## config.mk

```make
export PLATFORM = sky130hd
export DESIGN_NAME = fc_trigger
export DESIGN_NICKNAME = d
export VERILOG_FILES = /design/src/pkg/fc_pkg.sv /design/src/pkg/bp_if.sv /design/src/hw/fc_trigger.sv /design/src/hw/bp_timer.sv
export SDC_FILE = /design/constraint.sdc
export NUM_CORES = 1
export LEC_CHECK = 0
export BUFFER_PORTS_ARGS = -buffer_cell sky130_fd_sc_hd__buf_2
export CORE_ASPECT_RATIO = 0.5
export CORE_MARGIN = 4
export CORE_UTILIZATION = 45
export CTS_CLUSTER_DIAMETER = 200
export DETAILED_ROUTE_END_ITERATION = 10
export PLACE_DENSITY_LB_ADDON = 0.15
export RECOVER_POWER = 25
export SLEW_MARGIN = 20
export SYNTH_ARGS = -nofsm -noshare
export SYNTH_HDL_FRONTEND = slang
export SYNTH_SLANG_ARGS = --single-unit
```

## constraint.sdc

```tcl
create_clock -name clk -period 6.8 [get_ports clk]
set_input_delay 0.34 -clock clk [delete_from_list [all_inputs] [get_ports clk]]
set_output_delay 0.34 -clock clk [all_outputs]
set_load 0.01 [all_outputs]
```

## src/pkg/fc_pkg.sv

```systemverilog
package fc_pkg;
   // ***************************************************
   // levels, widths and timing
   // ***************************************************
   localparam int LEVEL_UNIT_SHIFT = 6; // 64-byte units
   localparam int LEVEL_W = 8;
   localparam int CODE_W = 4;
   localparam int PAUSE_W = 16;
   localparam int BP_CNT_W = 18;
   localparam int FIFO_BYTES_W = 14;
   localparam int CLK_PERIOD_PS = 5000;
   localparam int BP_BASE_NS = 5000; // 5 us, code 0 at 100 Mb/s
   localparam int BP_TEN_EXTRA_NS = 2200; // 2.2 us longer at 10 Mb/s
   localparam int BP_UNIT_CYCLES = (BP_BASE_NS * 1000 + CLK_PERIOD_PS - 1)
      / CLK_PERIOD_PS;
   localparam int BP_TEN_EXTRA_CYCLES = (BP_TEN_EXTRA_NS * 1000
      + CLK_PERIOD_PS - 1) / CLK_PERIOD_PS;
   // ***************************************************
   // duration per code, in 5 us units
   // ***************************************************
   typedef logic [7:0] bp_units_t [16];
   localparam bp_units_t BP_UNITS = '{
      8'h01, 8'h02, 8'h03, 8'h05, 8'h0A, 8'h14, 8'h1E, 8'h28,
      8'h32, 8'h3C, 8'h46, 8'h50, 8'h5A, 8'h64, 8'h6E, 8'h78};
   localparam logic [7:0] BP_UNITS_MAX = 8'h78;
   localparam logic [PAUSE_W-1:0] ZERO_PAUSE = 16'h0000;
endpackage

```

## src/pkg/bp_if.sv

```systemverilog
`timescale 1ns/1ps
interface bp_if;
   logic start;
   logic abort;
   logic slow;
   logic [fc_pkg::CODE_W-1:0] code;
   logic busy;
   modport ctl (output start, output abort, output slow, output code,
      input busy);
   modport tmr (input start, input abort, input slow, input code,
      output busy);
endinterface

```

## src/hw/fc_trigger.sv

```systemverilog
`timescale 1ns/1ps
// Notes on behaviour
// - any-frame mode at FIFO level: jam on any received frame in half duplex, pause on reaching level in full duplex
// - full-duplex flow control only with any-frame bit and full duplex
// - half duplex any-frame: no address decode, jam on next preamble
// - full duplex any-frame: request pause at once on reaching level
// - pause waits for the next idle transmit slot, never cuts a frame
// - any-frame bit overrides multicast, broadcast and own-address bits
// - jam length from 4-bit code, 10 Mb/s adds 2.2 us
// - high level is 8 bits in 64-byte units, triggers the response
// - zero-time pause when FIFO drops below low level after a pause
// - one pause per high-level crossing, time from pause-time field
// - no pause and no jam while transmitter is disabled
module fc_trigger #(
   parameter int FIFO_BYTES_W = fc_pkg::FIFO_BYTES_W,
   parameter int UNIT_CYCLES = fc_pkg::BP_UNIT_CYCLES,
   parameter int TEN_EXTRA_CYCLES = fc_pkg::BP_TEN_EXTRA_CYCLES
) (
   input wire logic clk,
   input wire logic srst,
   input wire logic any_frame_flow_trigger,
   input wire logic multicast_flow_trigger,
   input wire logic broadcast_flow_trigger,
   input wire logic own_address_flow_trigger,
   input wire logic [fc_pkg::CODE_W-1:0] backpressure_duration_code,
   input wire logic [fc_pkg::LEVEL_W-1:0] fifo_high_watermark,
   input wire logic [fc_pkg::LEVEL_W-1:0] fifo_low_watermark,
   input wire logic [fc_pkg::PAUSE_W-1:0] pause_time_value,
   input wire logic full_duplex,
   input wire logic speed_100,
   input wire logic tx_enable,
   input wire logic tx_frame_active,
   input wire logic [FIFO_BYTES_W-1:0] rx_fifo_used_bytes,
   input wire logic rx_preamble_valid,
   input wire logic rx_addr_valid,
   input wire logic rx_is_multicast,
   input wire logic rx_is_broadcast,
   input wire logic rx_is_own_address,
   output logic backpressure,
   output logic pause_req,
   output logic [fc_pkg::PAUSE_W-1:0] pause_time,
   output logic pause_armed
);
   // ***************************************************
   // parameter checks
   // ***************************************************
   generate
      if (FIFO_BYTES_W < fc_pkg::LEVEL_W + fc_pkg::LEVEL_UNIT_SHIFT) begin
         : g_bad_width
         $error("fifo byte count too narrow for watermarks");
      end
      if (UNIT_CYCLES < 1 || TEN_EXTRA_CYCLES < 0) begin : g_bad_time
         $error("backpressure cycle counts out of range");
      end
      if (longint'(fc_pkg::BP_UNITS_MAX) * UNIT_CYCLES + TEN_EXTRA_CYCLES
         >= (longint'(1) << fc_pkg::BP_CNT_W)) begin : g_bad_cnt
         $error("backpressure counter too narrow");
      end
   endgenerate

   // ***************************************************
   // level compare
   // ***************************************************
   wire [FIFO_BYTES_W-1:0] hi_bytes;
   wire [FIFO_BYTES_W-1:0] lo_bytes;
   wire reached;
   wire below_lo;

   assign hi_bytes = FIFO_BYTES_W'(fifo_high_watermark)
      << fc_pkg::LEVEL_UNIT_SHIFT;
   assign lo_bytes = FIFO_BYTES_W'(fifo_low_watermark)
      << fc_pkg::LEVEL_UNIT_SHIFT;
   assign reached = rx_fifo_used_bytes >= hi_bytes;
   assign below_lo = rx_fifo_used_bytes < lo_bytes;

   // ***************************************************
   // half duplex: jam triggers
   // ***************************************************
   wire hd_mode;
   wire hd_any_hit;
   wire addr_match;
   wire hd_addr_hit;
   wire jam_start;

   assign hd_mode = !full_duplex && tx_enable;
   // any-frame: no address decode, first preamble
   assign hd_any_hit = hd_mode && any_frame_flow_trigger && reached
      && rx_preamble_valid;
   assign addr_match = (multicast_flow_trigger && rx_is_multicast)
      || (broadcast_flow_trigger && rx_is_broadcast)
      || (own_address_flow_trigger && rx_is_own_address);
   assign hd_addr_hit = hd_mode && !any_frame_flow_trigger && reached
      && rx_addr_valid && addr_match;
   assign jam_start = hd_any_hit || hd_addr_hit;

   // ***************************************************
   // full duplex: pause scheduling
   // ***************************************************
   logic hi_sent_ff;
   logic nxt_hi_sent;
   logic pend_ff;
   logic nxt_pend;
   logic pend_zero_ff;
   logic nxt_pend_zero;
   logic pause_req_ff;
   logic nxt_pause_req;
   logic [fc_pkg::PAUSE_W-1:0] pause_time_ff;
   logic [fc_pkg::PAUSE_W-1:0] nxt_pause_time;
   logic jam_start_ff;
   wire fd_en;
   wire queue_hi;
   wire queue_zero;
   wire issue;

   assign fd_en = any_frame_flow_trigger && full_duplex;
   // one pause per crossing, re-armed by the zero pause
   assign queue_hi = fd_en && reached && !hi_sent_ff && !pend_ff;
   assign queue_zero = fd_en && hi_sent_ff && below_lo
      && !pend_ff;
   // wait for idle transmitter; nothing goes out while disabled
   assign issue = pend_ff && tx_enable && !tx_frame_active;

   assign nxt_pend = queue_hi || queue_zero || (pend_ff && !issue);
   assign nxt_pend_zero = queue_zero ? 1'b1
      : queue_hi ? 1'b0 : pend_zero_ff;
   assign nxt_hi_sent = queue_hi ? 1'b1
      : queue_zero ? 1'b0 : hi_sent_ff;
   assign nxt_pause_req = issue;
   assign nxt_pause_time = !issue ? pause_time_ff
      : pend_zero_ff ? fc_pkg::ZERO_PAUSE : pause_time_value;

   always_ff @(posedge clk) begin
      if (srst) begin
         hi_sent_ff <= 1'b0;
         pend_ff <= 1'b0;
         pend_zero_ff <= 1'b0;
         pause_req_ff <= 1'b0;
         pause_time_ff <= '0;
         jam_start_ff <= 1'b0;
      end else begin
         hi_sent_ff <= nxt_hi_sent;
         pend_ff <= nxt_pend;
         pend_zero_ff <= nxt_pend_zero;
         pause_req_ff <= nxt_pause_req;
         pause_time_ff <= nxt_pause_time;
         jam_start_ff <= jam_start;
      end
   end

   // ***************************************************
   // jam timer
   // ***************************************************
   bp_if bpi ();

   assign bpi.start = jam_start_ff;
   assign bpi.abort = !tx_enable;
   assign bpi.slow = !speed_100;
   assign bpi.code = backpressure_duration_code;

   bp_timer #(
      .UNIT_CYCLES(UNIT_CYCLES),
      .TEN_EXTRA_CYCLES(TEN_EXTRA_CYCLES)
   ) u_bp_timer (
      .clk(clk),
      .srst(srst),
      .t(bpi.tmr)
   );

   assign backpressure = bpi.busy;
   assign pause_req = pause_req_ff;
   assign pause_time = pause_time_ff;
   assign pause_armed = hi_sent_ff;
endmodule

```

## src/hw/bp_timer.sv

```systemverilog
`timescale 1ns/1ps
module bp_timer #(
   parameter int UNIT_CYCLES = fc_pkg::BP_UNIT_CYCLES,
   parameter int TEN_EXTRA_CYCLES = fc_pkg::BP_TEN_EXTRA_CYCLES
) (
   input wire logic clk,
   input wire logic srst,
   bp_if.tmr t
);
   // ***************************************************
   // duration lookup and countdown
   // ***************************************************
   logic [fc_pkg::BP_CNT_W-1:0] count_ff;
   logic [fc_pkg::BP_CNT_W-1:0] nxt_count;
   logic busy_ff;
   logic nxt_busy;
   int load_int;
   wire [fc_pkg::BP_CNT_W-1:0] load;
   wire [fc_pkg::BP_CNT_W-1:0] extra;

   assign extra = t.slow ? fc_pkg::BP_CNT_W'(TEN_EXTRA_CYCLES)
      : '0;
   assign load_int = int'(fc_pkg::BP_UNITS[t.code]) * UNIT_CYCLES;
   assign load = fc_pkg::BP_CNT_W'(load_int) + extra;
   assign nxt_count = t.abort ? '0
      : t.start ? load
      : (count_ff != '0) ? count_ff - 1'b1 : count_ff;
   assign nxt_busy = nxt_count != '0;
   assign t.busy = busy_ff;

   always_ff @(posedge clk) begin
      if (srst) begin
         count_ff <= '0;
         busy_ff <= 1'b0;
      end else begin
         count_ff <= nxt_count;
         busy_ff <= nxt_busy;
      end
   end
endmodule

```

==> results of run 1 <==
[final timing paths]
kind                                 startpoint                end  slack, ps
setup / recovery  backpressure_duration_code[0]  u_bp_timer.t.busy       1020
hold / removal              pause_time_value[3]      pause_time[3]        270
setup reg to reg         u_bp_timer.count_ff[6]  u_bp_timer.t.busy       3700
hold reg to reg                  pause_time[15]     pause_time[15]        480
[cells in the mapped netlist, types with 2 or more instances]
library cell	number	area [µm²]
nand2_1	24	90.1
fa_1	18	360
nor3b_1	2	15.0
a2111oi_0	3	26.3
nand3b_1	3	22.5
a211o_1	4	35.0
nor2_1	32	120
nand2b_1	8	50.1
and3_1	2	12.5
xor2_1	13	114
and4_1	2	17.5
or4_1	5	37.5
and2_1	3	18.8
o21bai_1	4	30.0
nor3_1	14	70.1
nor2b_1	3	18.8
o2111ai_1	2	17.5
a22o_1	16	140
ha_1	65	813
nand3_1	5	25.0
o211ai_1	5	37.5
a211oi_1	5	37.5
clkbuf_1	10	37.5
or3_1	4	25.0
xnor2_1	19	166
a22oi_1	3	22.5
a21o_1	16	120
o21ba_2	2	20.0
dfxtp_1	40	801
o21a_1	6	45.0
a21oi_1	12	60.1
a31oi_1	3	18.8
a21boi_0	2	15.0
nor4_1	5	31.3
o41ai_1	3	26.3
inv_1	49	184
mux2i_1	2	20.0
o21ai_0	15	75.1
[final cells by class]
type / count / area, µm² / area share
Multi-Input combinational cell: 348 / 2960 / 0.632
Sequential cell: 40 / 801 / 0.171
Timing Repair Buffer: 87 / 428 / 0.0915
Inverter: 49 / 184 / 0.0393
Tap cell: 112 / 140 / 0.0300
Clock buffer: 5 / 125 / 0.0268
Clock inverter: 3 / 42.5 / 0.00910
[cell families after synthesis]
logic type	synth area share
AND/OR/NAND/NOR	0.160
adder cells (fa/ha/maj)	0.295
AO/OA/AOI/OAI	0.206
multiplexers	0.00503
buffers and inverters	0.0569
flip-flops	0.201
XOR/XNOR	0.0760
[placed cells by master, fill, tap and decap left out, types with 4 or more instances in the layout]
| cell | instances |
|---|---|
| a21oi_1 | 12 |
| xor2_1 | 13 |
| buf_4 | 4 |
| o21bai_1 | 4 |
| nor3_1 | 14 |
| a22o_1 | 16 |
| nand3_1 | 5 |
| nand2_1 | 24 |
| o21a_1 | 6 |
| or4_1 | 5 |
| o21ai_0 | 15 |
| inv_1 | 49 |
| fa_1 | 18 |
| nor2_1 | 32 |
| clkbuf_16 | 5 |
| a21o_1 | 16 |
| or3_1 | 4 |
| buf_2 | 69 |
| o211ai_1 | 5 |
| clkbuf_1 | 14 |
| dfxtp_1 | 40 |
| nor4_1 | 5 |
| nand2b_1 | 8 |
| xnor2_1 | 19 |
| a211o_1 | 4 |
| ha_1 | 65 |
| a211oi_1 | 5 |
[stage by stage]
step | cells | instance area (µm²)
3_3_place_gp | 636 | 4530
5_1_grt | 644 | 4680
4_1_cts | 644 | 4690
3_5_place_dp | 636 | 4530
2_1_floorplan | 448 | 3980
6_report | 644 | 4680
[power by group]
part	internal (µW)	leakage, µW	switching (µW)
sequential	284	0.000325	45.0
combinational	725	0.00193	885
clock	172	0.0000798	92.1
[metal layers]
| metal | routed length (µm) | share of wire |
|---|---|---|
| met2 | 3830 | 0.44 |
| met3 | 399 | 0.045 |
| met1 | 4490 | 0.51 |
| met4 | 57 | 0.0065 |
| met5 | 0 | 0 |
[flip-flops by register name, summed over array words and instances, names as in the netlist]
| name | cells |
|---|---|
| u_bp_timer.count_ff | 18 |
| pause_time | 16 |
| bpi.start | 1 |
| pause_armed | 1 |
| pause_req | 1 |
| pend_ff | 1 |
| pend_zero_ff | 1 |
| u_bp_timer.t.busy | 1 |
[worst max-delay path, delay by kind of cell]
kind            cells  cell delay [ps]
buf+inv             5              390
xor+xnor            2              280
fa+ha+maj           6             2470
compound gates      6             1410
simple gates        4             1050
==> run summary, run 1 <==
Leak: 0.00234 µW
Drt initial violations: 135
Ys flop type: dfxtp_1
Netlist cell types: 57
Mapped Area: 0.00398 mm²
Root Buffer: clkbuf_16
Post-CTS sizing: 0
H-tree depth: 2
GR Util All Layers: 0.173
Mapped Cells: 448
Final hold vios: 0
Maximum vdd drop: 190 µV
Cell Pwr Density: 471 mW/mm²
Wirelength, routed: 8.78 mm
Critical Path Most Common Cell: inv_1
Yosys warns: 0
DR WL/cell: 13.6 µm
GRT Max-Usage Layer: met2
Ant. Diodes: 0
Drt pass-1 iters: 4
Worst-path clk slew: 60 ps
Sequential area share after synthesis: 0.201
Post-layout total power: 2200 µW
Final Cycle Share: 0.850
Share of layout cells above drive strength 1: 0.169
Chip width: 141 µm
Via count: 3,386
Slack of the critical path: 1020 ps
DRC: 0
Post-Route Utilization: 0.564
Asr flop ratio synth: 0
Starting density of the core: 0.481
Clk sinks: 40
Total gr overflow: 0
EDFF count, synth: 0
CTS buffer count: 5
Antenna-violating nets left: 0
RSZ-0062 raised after global routing: no
#FFs+latches synth: 40
Layout area overhead: 17.4%
Syn avg cell area: 8.89 µm²
Port bufs: 83
Overall die height: 74.5 µm
R2R depth: 9
Antenna violations before repair: 0
Critical Path AT: 5950 ps
Crit Path Class: in2reg
Met3 usage: 0.0250
Nets: 679
Worst-Margin Slew: 903 ps
Clock latency on the worst-skew pair: 280 ps
Slew Viols, Final: 0
Min-delay worst type: in2reg
Crit-path cells: buf_2 > inv_1 > ha_1 > o21ai_0 > and2_1 > inv_1 > fa_1 > xor2_1 > ha_1 > inv_1 > fa_1 > fa_1 > inv_1 > ha_1 > and2_1 > a211o_1 > a211oi_1 > o211ai_1 > nor3_1 > xnor2_1 > o21ai_0 > a41oi_1 > or3_1
Routability congestion estimate: 0.810
Area of the core: 0.00829 mm²
First-pass GRT wire length: 15.0 mm
Fillers: 783
Dpl hpwl: 7.29 mm
Final min period: 5780 ps
Hold Buf Count CTS: 0
Hold path depth: 2
Max Clock Freq: 0.173 GHz
Synth Net Count: 596
Hold WS: 267 ps
IO Pins: 84
Outcome: finished, final reports clean
CTS tree: yes
CP max stage delay: 550 ps
Routing usage on met2: 0.292
Largest net degree at the start of global routing: 21
Clock buffer depth: 2
Num rows: 23
Kind of end point of the critical path: flip-flop
Met1 usage: 0.239
CP startpoint kind: input port
Highest-delay cell along the critical path: fa_1
Total Negative Setup Slacks: 0 ps
Vias in the first global route: 3,268
Skew final: 6.50 ps
Pre-CTS WS: 720 ps
Full die area: 0.0105 mm²
Slew Limit Headroom: 0.393
Setup bufs post-CTS: 0
Setup Viol. Count Final: 0
Worst Path Required: 6970 ps
Vias per cell: 5.26
Max Cap Viol: 0
Critical path peak fanout: 6
(Power assumes the default switching activity.)
==> run 2, diff against run 1 <==
--- a/config.mk
+++ b/config.mk
@@ -5,6 +5,7 @@
 export SDC_FILE = /design/constraint.sdc
 export NUM_CORES = 1
 export LEC_CHECK = 0
+export ABC_AREA = 1
 export BUFFER_PORTS_ARGS = -buffer_cell sky130_fd_sc_hd__buf_2
 export CORE_ASPECT_RATIO = 0.5
 export CORE_MARGIN = 4
==> run summary, run 2 <==
Post-synth top cells: nand2_1 (159), inv_1 (108), nand3_1 (71)
Max Clock Freq: 0.197 GHz (+14%)
Ys flop type: dfxtp_1
Critical Path Most Common Cell: nand2_1
Worst-path clk slew: 60 ps (about the same)
DR WL/cell: 12.0 µm (-12%)
Outcome: finished, final reports clean
Overall die height: 79.2 µm (+6.3%)
Mapped Area: 0.00456 mm² (+15%)
Top cells by area, synth: ha_1 (18%), dfxtp_1 (18%), nand2_1 (13%), inv_1 (8.9%), fa_1 (7.9%)
CP startpoint kind: input port
Port bufs: 83 (unchanged)
Clk sinks: 40 (unchanged)
Nets: 906 (+33%)
Post-CTS sizing: 0 (unchanged)
Ant. Diodes: 0 (unchanged)
Pre-CTS WS: 1440 ps (+720 ps)
Clock latency on the worst-skew pair: 280 ps (about the same)
GR Util All Layers: 0.181 (+0.00800)
Critical path peak fanout: 9 (+3)
Vias in the first global route: 4,076 (+25%)
Via count: 4,347 (+28%)
CTS buffer count: 5 (unchanged)
Largest register FFs: 18 (unchanged)
Maximum vdd drop: 214 µV (+12%)
Slew Limit Headroom: 0.283 (-0.109)
Critical Path AT: 5260 ps (-690 ps)
Final min period: 5080 ps (-699 ps)
Min-delay worst type: in2reg
Final hold vios: 0 (unchanged)
RSZ-0062 raised after global routing: no
Sequential area share after synthesis: 0.175 (-0.0256)
Top-count cell post-synth: nand2_1
Antenna-violating nets left: 0 (unchanged)
#FFs+latches synth: 40 (unchanged)
Drt pass-1 iters: 5 (+1)
Final Cycle Share: 0.747 (-0.103)
Layout area overhead: 15.1%
Root Buffer: clkbuf_16
Hold Buf Count CTS: 0 (unchanged)
Mapped Cells: 678 (+51%)
H-tree depth: 2 (unchanged)
Routability congestion estimate: 0.816 (+0.74%)
CP max stage delay: 820 ps (+270 ps)
CP bufs+invs: 4 (-1)
Largest family of logic cells by synthesized area: simple AND/OR/NAND/NOR gates
Mux cell area share after synthesis: 0 (-0.00503)
Synth Net Count: 826 (+39%)
Max Cap Viol: 0 (unchanged)
Highest-delay cell along the critical path: o21ai_0
Slack of the critical path: 1720 ps (+699 ps)
Share of layout cells above drive strength 1: 0.163 (-0.00580)
Yosys warns: 0 (unchanged)
Starting density of the core: 0.472 (-0.00829)
Largest net degree at the start of global routing: 37 (+76%)
Area of the core: 0.00967 mm² (+17%)
Leak: 0.00283 µW (+21%)
Wirelength, routed: 10.7 mm (+22%)
Simple-Gate Fraction of Synth Area: 0.356 (+0.196)
Crit Path Class: in2reg
Synth area leader: ha_1
Post-synthesis xor/xnor area fraction: 0.0115 (-0.0645)
Total gr overflow: 0 (unchanged)
DRC: 0 (unchanged)
Slew Viols, Final: 0 (unchanged)
Compound-Gate Fraction of Synth Area: 0.0924 (-0.114)
EDFF count, synth: 0 (unchanged)
Worst Path Required: 6980 ps (about the same)
Total Negative Setup Slacks: 0 ps (unchanged)
Worst-Margin Slew: 1070 ps (+167 ps)
Post-Synth Adder-Cell Area: 0.257 (-0.0376)
Dpl hpwl: 8.99 mm (+23%)
Kind of end point of the critical path: flip-flop
Cell family with most CP delay: adder cells
Vias per cell: 4.86 (-7.5%)
Most frequent cells in the layout: nand2_1 (159), inv_1 (108), nand3_1 (71), buf_2 (69), ha_1 (65)
IO Pins: 84 (unchanged)
Antenna violations before repair: 0 (unchanged)
Most common cell after layout, fill and taps aside: nand2_1
Syn avg cell area: 6.73 µm² (-24%)
Post-layout total power: 2470 µW (+12%)
Clock buffer depth: 2 (unchanged)
Top reg by flops: u_bp_timer.count_ff
Asr flop ratio synth: 0 (unchanged)
Num rows: 25 (+8.7%)
Netlist cell types: 37 (-35%)
CTS tree: yes
Share of the synthesized area in the top cell type: 0.178 (-0.0260)
First-pass GRT wire length: 18.0 mm (+20%)
Full die area: 0.0119 mm² (+13%)
Chip width: 150 µm (+6.7%)
Cell Pwr Density: 471 mW/mm² (about the same)
Setup Viol. Count Final: 0 (unchanged)
Drt initial violations: 254 (+88%)
Skew final: 2.46 ps (-4.04 ps)
Setup bufs post-CTS: 0 (unchanged)
==> run 2: report_power, final <==
group / switching (µW) / internal (µW) / leakage (µW)
Clock: 96.0 / 174 / 0.0000804
Sequential: 50.7 / 286 / 0.000325
Combinational: 1210 / 661 / 0.00242
==> run 2: layer usage <==
metal / global-route usage / routed length [µm]
met4: 0.0301 / 75
met2: 0.313 / 4580
met1: 0.246 / 5380
met5: 0 / 0
met3: 0.0217 / 660
==> run 2: path summary, 6_finish.rpt <==
kind / start / to / slack, ps / depth (start not counted)
setup / recovery: backpressure_duration_code[2] / u_bp_timer.t.busy / 1720 / 25
hold / removal: pause_time_value[12] / pause_time[12] / 320 / 3
setup reg to reg: u_bp_timer.count_ff[0] / u_bp_timer.t.busy / 4600 / 17
hold reg to reg: pause_time[3] / pause_time[3] / 460 / 2
==> run 2: area by class of cell <==
class	count	area, µm²
repair buffers	84	405
fillers	1001	4410
multi-input cells	512	3270
clock buffers	5	125
flip-flops and latches	40	801
inverters	115	432
well taps	135	169
clock inverters	3	46.3
==> run 2: cell families (layout without fill, tap and decap cells) <==
group                      Yosys count  in the layout
and+or+nand+nor                    346            346
buffers and inverters              126            207
adders and majority gates           83             83
AOI/OAI and AO/OA                   77             77
DFF                                 40             40
xor gates and xnor gates             6              6
==> run 2: worst register-to-register path, cell delays in order, from the launching register on <==
cell	delay, ps
dfxtp_1	310
inv_1	120
ha_1	260
nand2_2	130
nor2_4	150
nand3_4	200
nand2_1	140
nand2_1	60
nand2_1	90
nand2_1	50
nor2_1	90
nand2_1	80
nor2_1	90
nand3_1	70
nor2_1	90
nand2_1	60
nand2_1	50
nand2_1	50
==> run 2: metrics by stage <==
stage / cells / utilization / area (µm²) / hold slack (ps)
floorplan: 678 / - / 4560 / 440
global placement: 886 / 0.528 / 5100 / 450
detailed placement: 886 / 0.528 / 5100 / 454
CTS: 894 / 0.545 / 5270 / 319
global route: 894 / 0.543 / 5250 / 327
finish: 894 / 0.543 / 5250 / 320
